<file path="src/hw/sfpc_pkg.sv">
// Package for the status flags and program counter block.
// Assumes an 8-bit data path and a 15-bit program counter.
package sfpc_pkg;
   // ==========================================================
   // Register offsets (word index, byte address = 4 * index)
   localparam logic [3:0] OFF_FLAGS  = 4'h0;
   localparam logic [3:0] OFF_PCLOW  = 4'h1;
   localparam logic [3:0] OFF_LATCH  = 4'h2;
   localparam logic [3:0] OFF_PCFULL = 4'h3;
   // ==========================================================
   // Flag bit positions
   localparam int BIT_CARRY = 0;
   localparam int BIT_DC    = 1;
   localparam int BIT_ZERO  = 2;
   localparam int BIT_PD    = 3;
   localparam int BIT_TO    = 4;
   // ==========================================================
   // Widths and reset values
   localparam int PC_W = 15;
   localparam logic [7:0]  FLAGS_RST = 8'h18;
   localparam logic [14:0] PC_RST    = 15'h0000;
   localparam logic [6:0]  LATCH_RST = 7'h00;
   // ==========================================================
   // Program counter operations
   typedef enum logic [2:0] {
      PC_STEP = 3'h1,
      PC_JUMP = 3'h2,
      PC_HOLD = 3'h4
   } sfpc_op_t;
endpackage : sfpc_pkg

</file>
<file path="src/hw/sfpc_alu_if.sv">
// Interface carrying ALU result flags to the flag register.
// Assumes driver and receiver share clk_i.
`timescale 1ns/1ns
interface sfpc_alu_if;
   logic       upd;
   logic       carry;
   logic       dc;
   logic       zero;
   modport src (output upd, output carry, output dc, output zero);
   modport dst (input upd, input carry, input dc, input zero);
endinterface : sfpc_alu_if

</file>
<file path="src/hw/sfpc_alu.sv">
// Adder/subtractor producing carry, digit carry and zero.
// Assumes operands stable while en_i is high.
`timescale 1ns/1ns
module sfpc_alu (
   // Operands
   input  wire logic [7:0] a_i,
   input  wire logic [7:0] b_i,
   input  wire logic       sub_i,
   input  wire logic       en_i,
   // Result
   output logic      [7:0] res_o,
   sfpc_alu_if.src         fl
);
   logic [8:0] sum;
   logic [4:0] nib;
   logic [7:0] bb;
   always_comb begin
      bb    = sub_i ? ~b_i : b_i;
      sum   = {1'b0, a_i} + {1'b0, bb} + {8'h00, sub_i};
      nib   = {1'b0, a_i[3:0]} + {1'b0, bb[3:0]} + {4'h0, sub_i};
      res_o = sum[7:0];
      // Carry set means no borrow in subtraction [RULE4]
      fl.carry = sum[8];
      fl.dc    = nib[4];
      fl.zero  = (sum[7:0] == 8'h00);
      fl.upd   = en_i;
   end
endmodule : sfpc_alu

</file>
<file path="src/hw/sfpc_top.sv">
// Status flags and program counter with classic Wishbone register access.
// Assumes core inputs are on clk_i; sleep/timeout events are one-cycle pulses.
//
// Behaviour
// RULE1 - Flag register writable like any register
// RULE2 - ALU-updating write keeps computed Z, DC, C
// RULE3 - Timeout and power-down bits ignore writes
// RULE4 - Subtraction carry and digit carry mean no-borrow
// RULE5 - Program counter is fifteen bits
// RULE6 - Counter low byte readable and writable
// RULE7 - Upper counter bits only via high latch (reads at OFF_PCFULL also return all 15 counter bits directly)
// RULE8 - Every reset clears program counter
// RULE9 - Unmapped locations read as zero
// RULE10 - Low byte write loads upper from latch
// RULE11 - Counter advances one per fetch
`timescale 1ns/1ns
module sfpc_top (
   // Clock and reset
   input  wire logic        clk_i,
   input  wire logic        rst_i,
   // Wishbone slave
   input  wire logic        wb_cyc_i,
   input  wire logic        wb_stb_i,
   input  wire logic        wb_we_i,
   input  wire logic [5:0]  wb_adr_i,
   input  wire logic [3:0]  wb_sel_i,
   input  wire logic [31:0] wb_dat_i,
   output logic      [31:0] wb_dat_o,
   output logic             wb_ack_o,
   // Core control
   input  wire logic        fetch_i,
   input  wire logic        jump_i,
   input  wire logic [14:0] jump_addr_i,
   input  wire logic        alu_en_i,
   input  wire logic        alu_sub_i,
   input  wire logic [7:0]  alu_a_i,
   input  wire logic [7:0]  alu_b_i,
   input  wire logic        sleep_i,
   input  wire logic        wdt_timeout_i,
   input  wire logic        clr_wdt_i,
   // Core outputs
   output logic      [14:0] pc_o,
   output logic      [7:0]  flags_o,
   output logic      [7:0]  alu_res_o
);
   typedef struct packed {
      logic [7:0]  flags;
      logic [14:0] pc;
      logic [6:0]  latch;
      logic [31:0] rdat;
      logic        ack;
      logic [7:0]  res;
   } sfpc_state_t;

   sfpc_state_t s_q;
   sfpc_state_t s_d;
   sfpc_alu_if  alu_fl ();
   logic [7:0]  res_w;
   logic [3:0]  idx;
   logic        wr;
   logic        rd;
   sfpc_pkg::sfpc_op_t op;

   // ==========================================================
   // ALU
   sfpc_alu u_alu (
      .a_i   (alu_a_i),
      .b_i   (alu_b_i),
      .sub_i (alu_sub_i),
      .en_i  (alu_en_i),
      .res_o (res_w),
      .fl    (alu_fl)
   );

   // ==========================================================
   // Next state
   always_comb begin
      s_d = s_q;
      idx = wb_adr_i[5:2];
      wr  = wb_cyc_i && wb_stb_i && wb_we_i && !s_q.ack && wb_sel_i[0];
      rd  = wb_cyc_i && wb_stb_i && !wb_we_i && !s_q.ack;
      s_d.ack = wb_cyc_i && wb_stb_i && !s_q.ack;
      s_d.res = res_w;
      // Flag register takes writes like other registers [RULE1]
      if (wr && idx == sfpc_pkg::OFF_FLAGS) begin
         s_d.flags[7:5] = wb_dat_i[7:5];
         s_d.flags[sfpc_pkg::BIT_CARRY] = wb_dat_i[sfpc_pkg::BIT_CARRY];
         s_d.flags[sfpc_pkg::BIT_DC]    = wb_dat_i[sfpc_pkg::BIT_DC];
         s_d.flags[sfpc_pkg::BIT_ZERO]  = wb_dat_i[sfpc_pkg::BIT_ZERO];
      end
      // Computed flags override written data [RULE2] [RULE4]
      if (alu_fl.upd) begin
         s_d.flags[sfpc_pkg::BIT_CARRY] = alu_fl.carry;
         s_d.flags[sfpc_pkg::BIT_DC]    = alu_fl.dc;
         s_d.flags[sfpc_pkg::BIT_ZERO]  = alu_fl.zero;
      end
      // Status bits change only from reset, sleep and watchdog logic [RULE3]
      if (clr_wdt_i) begin
         s_d.flags[sfpc_pkg::BIT_TO] = 1'b1;
         s_d.flags[sfpc_pkg::BIT_PD] = 1'b1;
      end
      if (sleep_i) begin
         s_d.flags[sfpc_pkg::BIT_PD] = 1'b0;
      end
      if (wdt_timeout_i) begin
         s_d.flags[sfpc_pkg::BIT_TO] = 1'b0;
      end
      if (wr && idx == sfpc_pkg::OFF_LATCH) begin
         s_d.latch = wb_dat_i[6:0];
      end
      if (jump_i) begin
         op = sfpc_pkg::PC_JUMP;
      end else if (fetch_i) begin
         op = sfpc_pkg::PC_STEP;
      end else begin
         op = sfpc_pkg::PC_HOLD;
      end
      unique case (op)
         sfpc_pkg::PC_STEP: begin
            s_d.pc = s_q.pc + 15'h0001; // [RULE11] [RULE5]
         end
         sfpc_pkg::PC_JUMP: begin
            s_d.pc = jump_addr_i;
         end
         sfpc_pkg::PC_HOLD: begin
            s_d.pc = s_q.pc;
         end
      endcase
      // Low byte write jumps with latch as upper bits [RULE6] [RULE10] [RULE7]
      if (wr && idx == sfpc_pkg::OFF_PCLOW) begin
         s_d.pc = {s_q.latch, wb_dat_i[7:0]};
      end
      if (rd) begin
         unique case (idx)
            sfpc_pkg::OFF_FLAGS:  s_d.rdat = {24'h000000, s_q.flags};
            sfpc_pkg::OFF_PCLOW:  s_d.rdat = {24'h000000, s_q.pc[7:0]};
            sfpc_pkg::OFF_LATCH:  s_d.rdat = {25'h0000000, s_q.latch};
            sfpc_pkg::OFF_PCFULL: s_d.rdat = {17'h00000, s_q.pc};
            default:              s_d.rdat = 32'h00000000; // [RULE9]
         endcase
      end
      if (rst_i) begin
         s_d.flags = sfpc_pkg::FLAGS_RST;
         s_d.pc    = sfpc_pkg::PC_RST; // [RULE8]
         s_d.latch = sfpc_pkg::LATCH_RST;
         s_d.rdat  = 32'h00000000;
         s_d.ack   = 1'b0;
         s_d.res   = 8'h00;
      end
   end

   always_ff @(posedge clk_i) begin
      s_q <= s_d;
   end

   // ==========================================================
   // Outputs
   always_comb begin
      wb_dat_o  = s_q.rdat;
      wb_ack_o  = s_q.ack;
      pc_o      = s_q.pc;
      flags_o   = s_q.flags;
      alu_res_o = s_q.res;
   end
endmodule : sfpc_top

</file>
<file path="config.mk">
export PLATFORM = sky130hd
export DESIGN_NAME = sfpc_top
export DESIGN_NICKNAME = d
export VERILOG_FILES = /design/src/hw/sfpc_pkg.sv /design/src/hw/sfpc_alu_if.sv /design/src/hw/sfpc_alu.sv /design/src/hw/sfpc_top.sv
export SDC_FILE = /design/constraint.sdc
export NUM_CORES = 1
export LEC_CHECK = 0
export BUFFER_PORTS_ARGS = -buffer_cell sky130_fd_sc_hd__buf_2
export CORE_UTILIZATION = 40
export CTS_CLUSTER_DIAMETER = 50
export DETAILED_ROUTE_END_ITERATION = 10
export GPL_ROUTABILITY_DRIVEN = 0
export PLACE_DENSITY = 0.8
export RECOVER_POWER = 100
export SLEW_MARGIN = 20
export SYNTH_ARGS = -nofsm -noshare
export SYNTH_HDL_FRONTEND = slang
export SYNTH_SLANG_ARGS = --single-unit
</file>
<file path="constraint.sdc">
create_clock -name clk_i -period 5.2 [get_ports clk_i]
set_input_delay 0.78 -clock clk_i [delete_from_list [all_inputs] [get_ports clk_i]]
set_output_delay 0.78 -clock clk_i [all_outputs]
set_load 0.01 [all_outputs]
</file>
# After elaboration in Yosys (flattened, before gate mapping)
# Cells that the tools add are included.
# W data, S select, Z words.
dict set report totals {
  reg_bits 71
  inputBits 85
  out_inout_bits 64
  wordCells 50
}
dict set report classes {
  add_sub_neg 5
  n_eq_ne 7
  mux 11
  bitwise 1
  n_reduce_logical 17
}
# cell n
set ops {}
lappend ops {{$pmux W15 S4} 1}
lappend ops {{$pmux W15 S2} 1}
lappend ops {{$add A15 B1 Y15 const B} 1}
lappend ops {{$mux W15} 1}
lappend ops {{$mux W3} 4}
lappend ops {{$logic_and A1 B1 Y1} 10}
lappend ops {{$add A8 B8 Y9} 1}
lappend ops {{$add A9 B1 Y9} 1}
lappend ops {{$eq A4 B2 Y1 const B} 2}
lappend ops {{$logic_not A8 Y1} 1}
lappend ops {{$mux W8} 1}
lappend ops {{$not A8 Y8} 1}
lappend ops {{$reduce_bool A2 Y1} 3}
lappend ops {{$add A4 B4 Y5} 1}
lappend ops {{$add A5 B1 Y5} 1}
lappend ops {{$eq A4 B1 Y1 const B} 1}
lappend ops {{$logic_not A4 Y1} 1}
lappend ops {{$eq A3 B1 Y1 const B} 1}
lappend ops {{$eq A3 B2 Y1 const B} 1}
lappend ops {{$eq A3 B3 Y1 const B} 1}
lappend ops {{$logic_not A1 Y1} 2}
lappend ops {{$mux W1} 2}
lappend ops {{$mux W2} 1}
lappend ops {{$ne A2 B2 Y1 const B} 1}

# Longest topological paths before layout
dict set report depth {
  depth_word 7
  depth_mapped 9
  depth_no_buf 8
}

# By module
# Synthesis repeated with hierarchy kept, for this count alone.
dict set report hier_totals {
  hier_cells 426
  area_unflattened_um2 3524.6
}
# mod n_inst cells_per_inst area_each_um2 seq_area_each_um2
set by_module_without_submodules {}
lappend by_module_without_submodules {sfpc_top 1 368 3022.9 1081.0}
lappend by_module_without_submodules {sfpc_alu 1 58 501.7 0.0}

# Worst setup path after synthesis
# No wires, ideal clock.
dict set report synth_timing {
  path_kind {input to register}
  startpoint {in alu_sub_i}
  endpoint {reg s_q, in the netlist flags_o[2]}
  setup_time_ns 0.101
  t_arrival_ns 2.444
  required_ns 5.099
  path_slack_ns 2.655
  path_stages 9
  n_path_buf 1
  cell_sequence {buf_2 xor2_1 inv_1 fa_1 nor2b_1 o31a_1 o31a_1 a21oi_1 o41ai_1}
}
dict set report synth_between {
  elab_chain_len 5
}
# element line_no
set synth_rtl {}
lappend synth_rtl {{from (decl)} sfpc_top.sv:35} ;# input wire logic alu_sub_i,
lappend synth_rtl {{$mux W8} sfpc_alu.sv:18} ;# bb = sub_i ? ~b_i : b_i;
lappend synth_rtl {{$add A8 B8 Y9} sfpc_alu.sv:19} ;# sum = {1'b0, a_i} + {1'b0, bb} + {8'h00, sub_i};
lappend synth_rtl {{$add A9 B1 Y9 *} sfpc_alu.sv:19}
lappend synth_rtl {{$logic_not A8 Y1 *} sfpc_alu.sv:25} ;# fl.zero = (sum[7:0] == 8'h00);
lappend synth_rtl {{$mux W3 *} sfpc_top.sv:92} ;# if (alu_fl.upd) begin
lappend synth_rtl {{to (signal assigned)} sfpc_top.sv:153} ;# s_q <= s_d;
lappend synth_rtl {{to (decl)} sfpc_top.sv:55} ;# sfpc_state_t s_q;
# Every way passes the cells marked *; elsewhere a longest branch is shown, timed or not.
# A chain may end at the register's enable or synchronous reset.

==> summary.txt <==
Outcome
  • Status: finished with violations
  • Violated checks: capacitance limit, slew limit

Synthesis
  • Ys async rst share: 0%
  • Post-Syn Area: 0.003379 mm2
  • Seq/Total Area, Yosys: 31.99%
  • Synth cell types: 47
  • Syn Inst Count: 402
  • Top-area cell type share of the netlist area: 31.99%
  • Synth area leaders: dfxtp_1 (32%), buf_4 (14%), mux2i_1 (6.2%)
  • Mean Syn Cell Area: 8.407 um2
  • Count leader, synth: buf_4
  • Synth area leader: dfxtp_1
  • EDFF count, synth: 0
  • Top_reg_cell synth: dfxtp_1
  • #FFs+latches synth: 54
  • Synth cell count leaders: buf_4 (63), dfxtp_1 (54), nor2_1 (39)
  • Yosys warning total: 0

Clock tree
  • Clock transition at the registers of the reported paths: 0.10 ns
  • Post-CTS setup buffers: 0
  • H-tree depth: 2
  • Longest Clk Path Bufs: 2
  • CTS Buf Count: 5
  • Clock Latency Late Sink: 0.31 ns
  • CTS tree: yes
  • # clock sinks: 54
  • CTS Hold Bufs: 0
  • Root Driver: clkbuf_8
  • Post-CTS Resized: 0

Global route
  • Initial antenna violation count: 0
  • Wire length of the first global-routing pass: 12.41 mm
  • Pin count of the biggest net entering global routing: 53
  • All-Layer GR Usage: 17.99%
  • Overflow left after global routing: 0
  • Vias in the first global route: 2524

Setup path
  • Crit path max fanout: 52
  • WS Path Type: in2reg
  • R2R Path Start: pc_o[1]$_SDFFE_PP0P_
  • Worst Path Arrival: 3.67 ns
  • R2r endpoint: pc_o[14]$_SDFFE_PP0P_
  • Worst Setup Start Kind: input port
  • R2R setup slack: 3.24 ns
  • Worst setup EP type: flip-flop
  • Critical path data required time: 5.32 ns
  • Reg2Reg Depth: 6

Drt
  • Total Routed Length: 7.778 mm
  • Drt initial violations: 164
  • Post-route ant nets: 0
  • DRC violations left: 0
  • Via count: 2815
  • Via/cell ratio: 5.118
  • Drt pass-1 iters: 4
  • DR WL/cell: 14.14 um

Floorplanning
  • Starting Density: 41.34%
  • # rows: 33
  • Total Die Area: 0.008820 mm2
  • Die Wd: 93.92 um
  • Core area: 0.008175 mm2
  • Die height: 93.92 um
  • Ports: 149

Pwr
  • LEAKAGE: 1.461 nW
  • Maximum VDD drop: 116.7 uV
  • PwrDens: 258.0 mW/mm2
  • Design Power: 0.9268 mW

Worst hold path
  • Hold Path Depth: 2
  • Hold WC Path Type: reg2reg
  • HP Start: s_q[41]$_SDFFE_PP0P_
  • Hold EP: pc_o[8]$_SDFFE_PP0P_

STA
  • Unrepaired setup endpoints after global routing: false
  • Max Fclk: 281.8 MHz
  • Final Cycle Share: 68.24%
  • Slew @ Worst Pin: 2.234 ns
  • Slew HR: -48.93%
  • Setup Viol. Count Final: 0
  • Tmin final: 3.548 ns
  • Slew Viols, Final: 53
  • Fin. Hold Viols: 0
  • Clk_skew: 0.008879 ns
  • Final setup TNS: 0 ns

Final layout
  • Layout Nets: 540
  • Fraction of layout cells with a size suffix above 1: 15.51%
  • Number of fill cells: 831
  • Layout area overhead: 6.294%
  • ANT cells: 0

Placed design
  • Dpl hpwl: 5.992 mm
  • Port buffer count: 102

Flow run
  • Maxcap violations: 1
-- area by class of cell --
type	instances	area, um2	share of cell area [%]
Timing Repair Buffer	104	462.9	12.89
Clock buffer	6	82.58	2.299
Inverter	5	18.77	0.5225
Clock inverter	1	30.03	0.8359
Multi-Input combinational cell	275	1785	49.70
Tap cell	105	131.4	3.657
Sequential cell	54	1081	30.09
-- where the power goes --
group,switching (mW),total [mW],leakage (nW),internal (mW)
registers,0.0190,0.454,0.442,0.435
clock network,0.134,0.288,0.0573,0.154
logic,0.108,0.185,0.961,0.0768
total,0.261,0.927,1.46,0.666
-- worst max-delay path, stage by stage --
cell	delay, ns
buf_2	0.07
clkbuf_1	1.59
inv_1	0.66
a31oi_1	0.42
o41ai_1	0.12
-- cells by family (layout without fill, tap and decap cells) --
kind of cell / Yosys count / after routing / share of synthesized area (%)
fa+ha+maj: 10 / 10 / 3.925
buf+inv: 89 / 116 / 16.96
xor+xnor: 24 / 24 / 6.220
simple gates: 130 / 130 / 20.18
mux: 23 / 23 / 6.886
flops: 54 / 54 / 31.99
compound gates: 71 / 71 / 13.74
other cells: 1 / 17 / 0.1110
-- registers in the layout (all words and copies together), names as in the netlist --
name / cells
pc_o: 15
wb_dat_o: 15
alu_res_o: 8
flags_o: 8
s_q: 7
wb_ack_o: 1
-- routing by layer --
| layer | vias up | GRT usage, % | wire (um) |
|---|---|---|---|
| li1 | 1391 | - | - |
| met1 | 1322 | 22.44 | 3322 |
| met2 | 95 | 30.96 | 3828 |
| met3 | 7 | 4.207 | 560 |
| met4 | 0 | 4.615 | 65 |
| met5 | - | 0 | 0 |
-- worst max path at each step --
stage	start	endpoint	slack [ns]	cells after the start
after floorplan	alu_sub_i	flags_o[2]$_SDFFE_PP0P_	2.65	9
after global placement	alu_sub_i	flags_o[2]$_SDFFE_PP0P_	2.48	9
after detailed placement	alu_sub_i	flags_o[2]$_SDFFE_PP0P_	2.41	9
after CTS	alu_sub_i	flags_o[2]$_SDFFE_PP0P_	2.73	9
after global routing	rst_i	pc_o[13]$_SDFFE_PP0P_	1.33	5
final	rst_i	pc_o[13]$_SDFFE_PP0P_	1.65	5
-- through the flow --
step	cell area [um2]	hold WS, ns	setup slack [ns]	util, %	cells
2_1_floorplan	3440	0.4486	2.655	-	418
3_3_place_gp	3542	0.4634	2.482	43.33	543
3_5_place_dp	3542	0.4848	2.414	43.33	543
4_1_cts	3655	0.4994	2.728	44.70	550
5_1_grt	3592	0.5105	1.326	43.94	550
6_report	3592	0.5050	1.652	43.94	550
-- cells in the final DEF, fill, tap and decap left out, drive strengths merged, types with 10 or more instances in the layout --
cell type   n
buf        56
dfxtp      54
clkbuf     54
nor2       39
nand2      36
mux2i      21
o21ai      18
conb       17
a22oi      14
a21oi      14
xor2       13
xnor2      11
nor3       10
nand3      10
No activity file was read; power rests on OpenSTA's default activity.
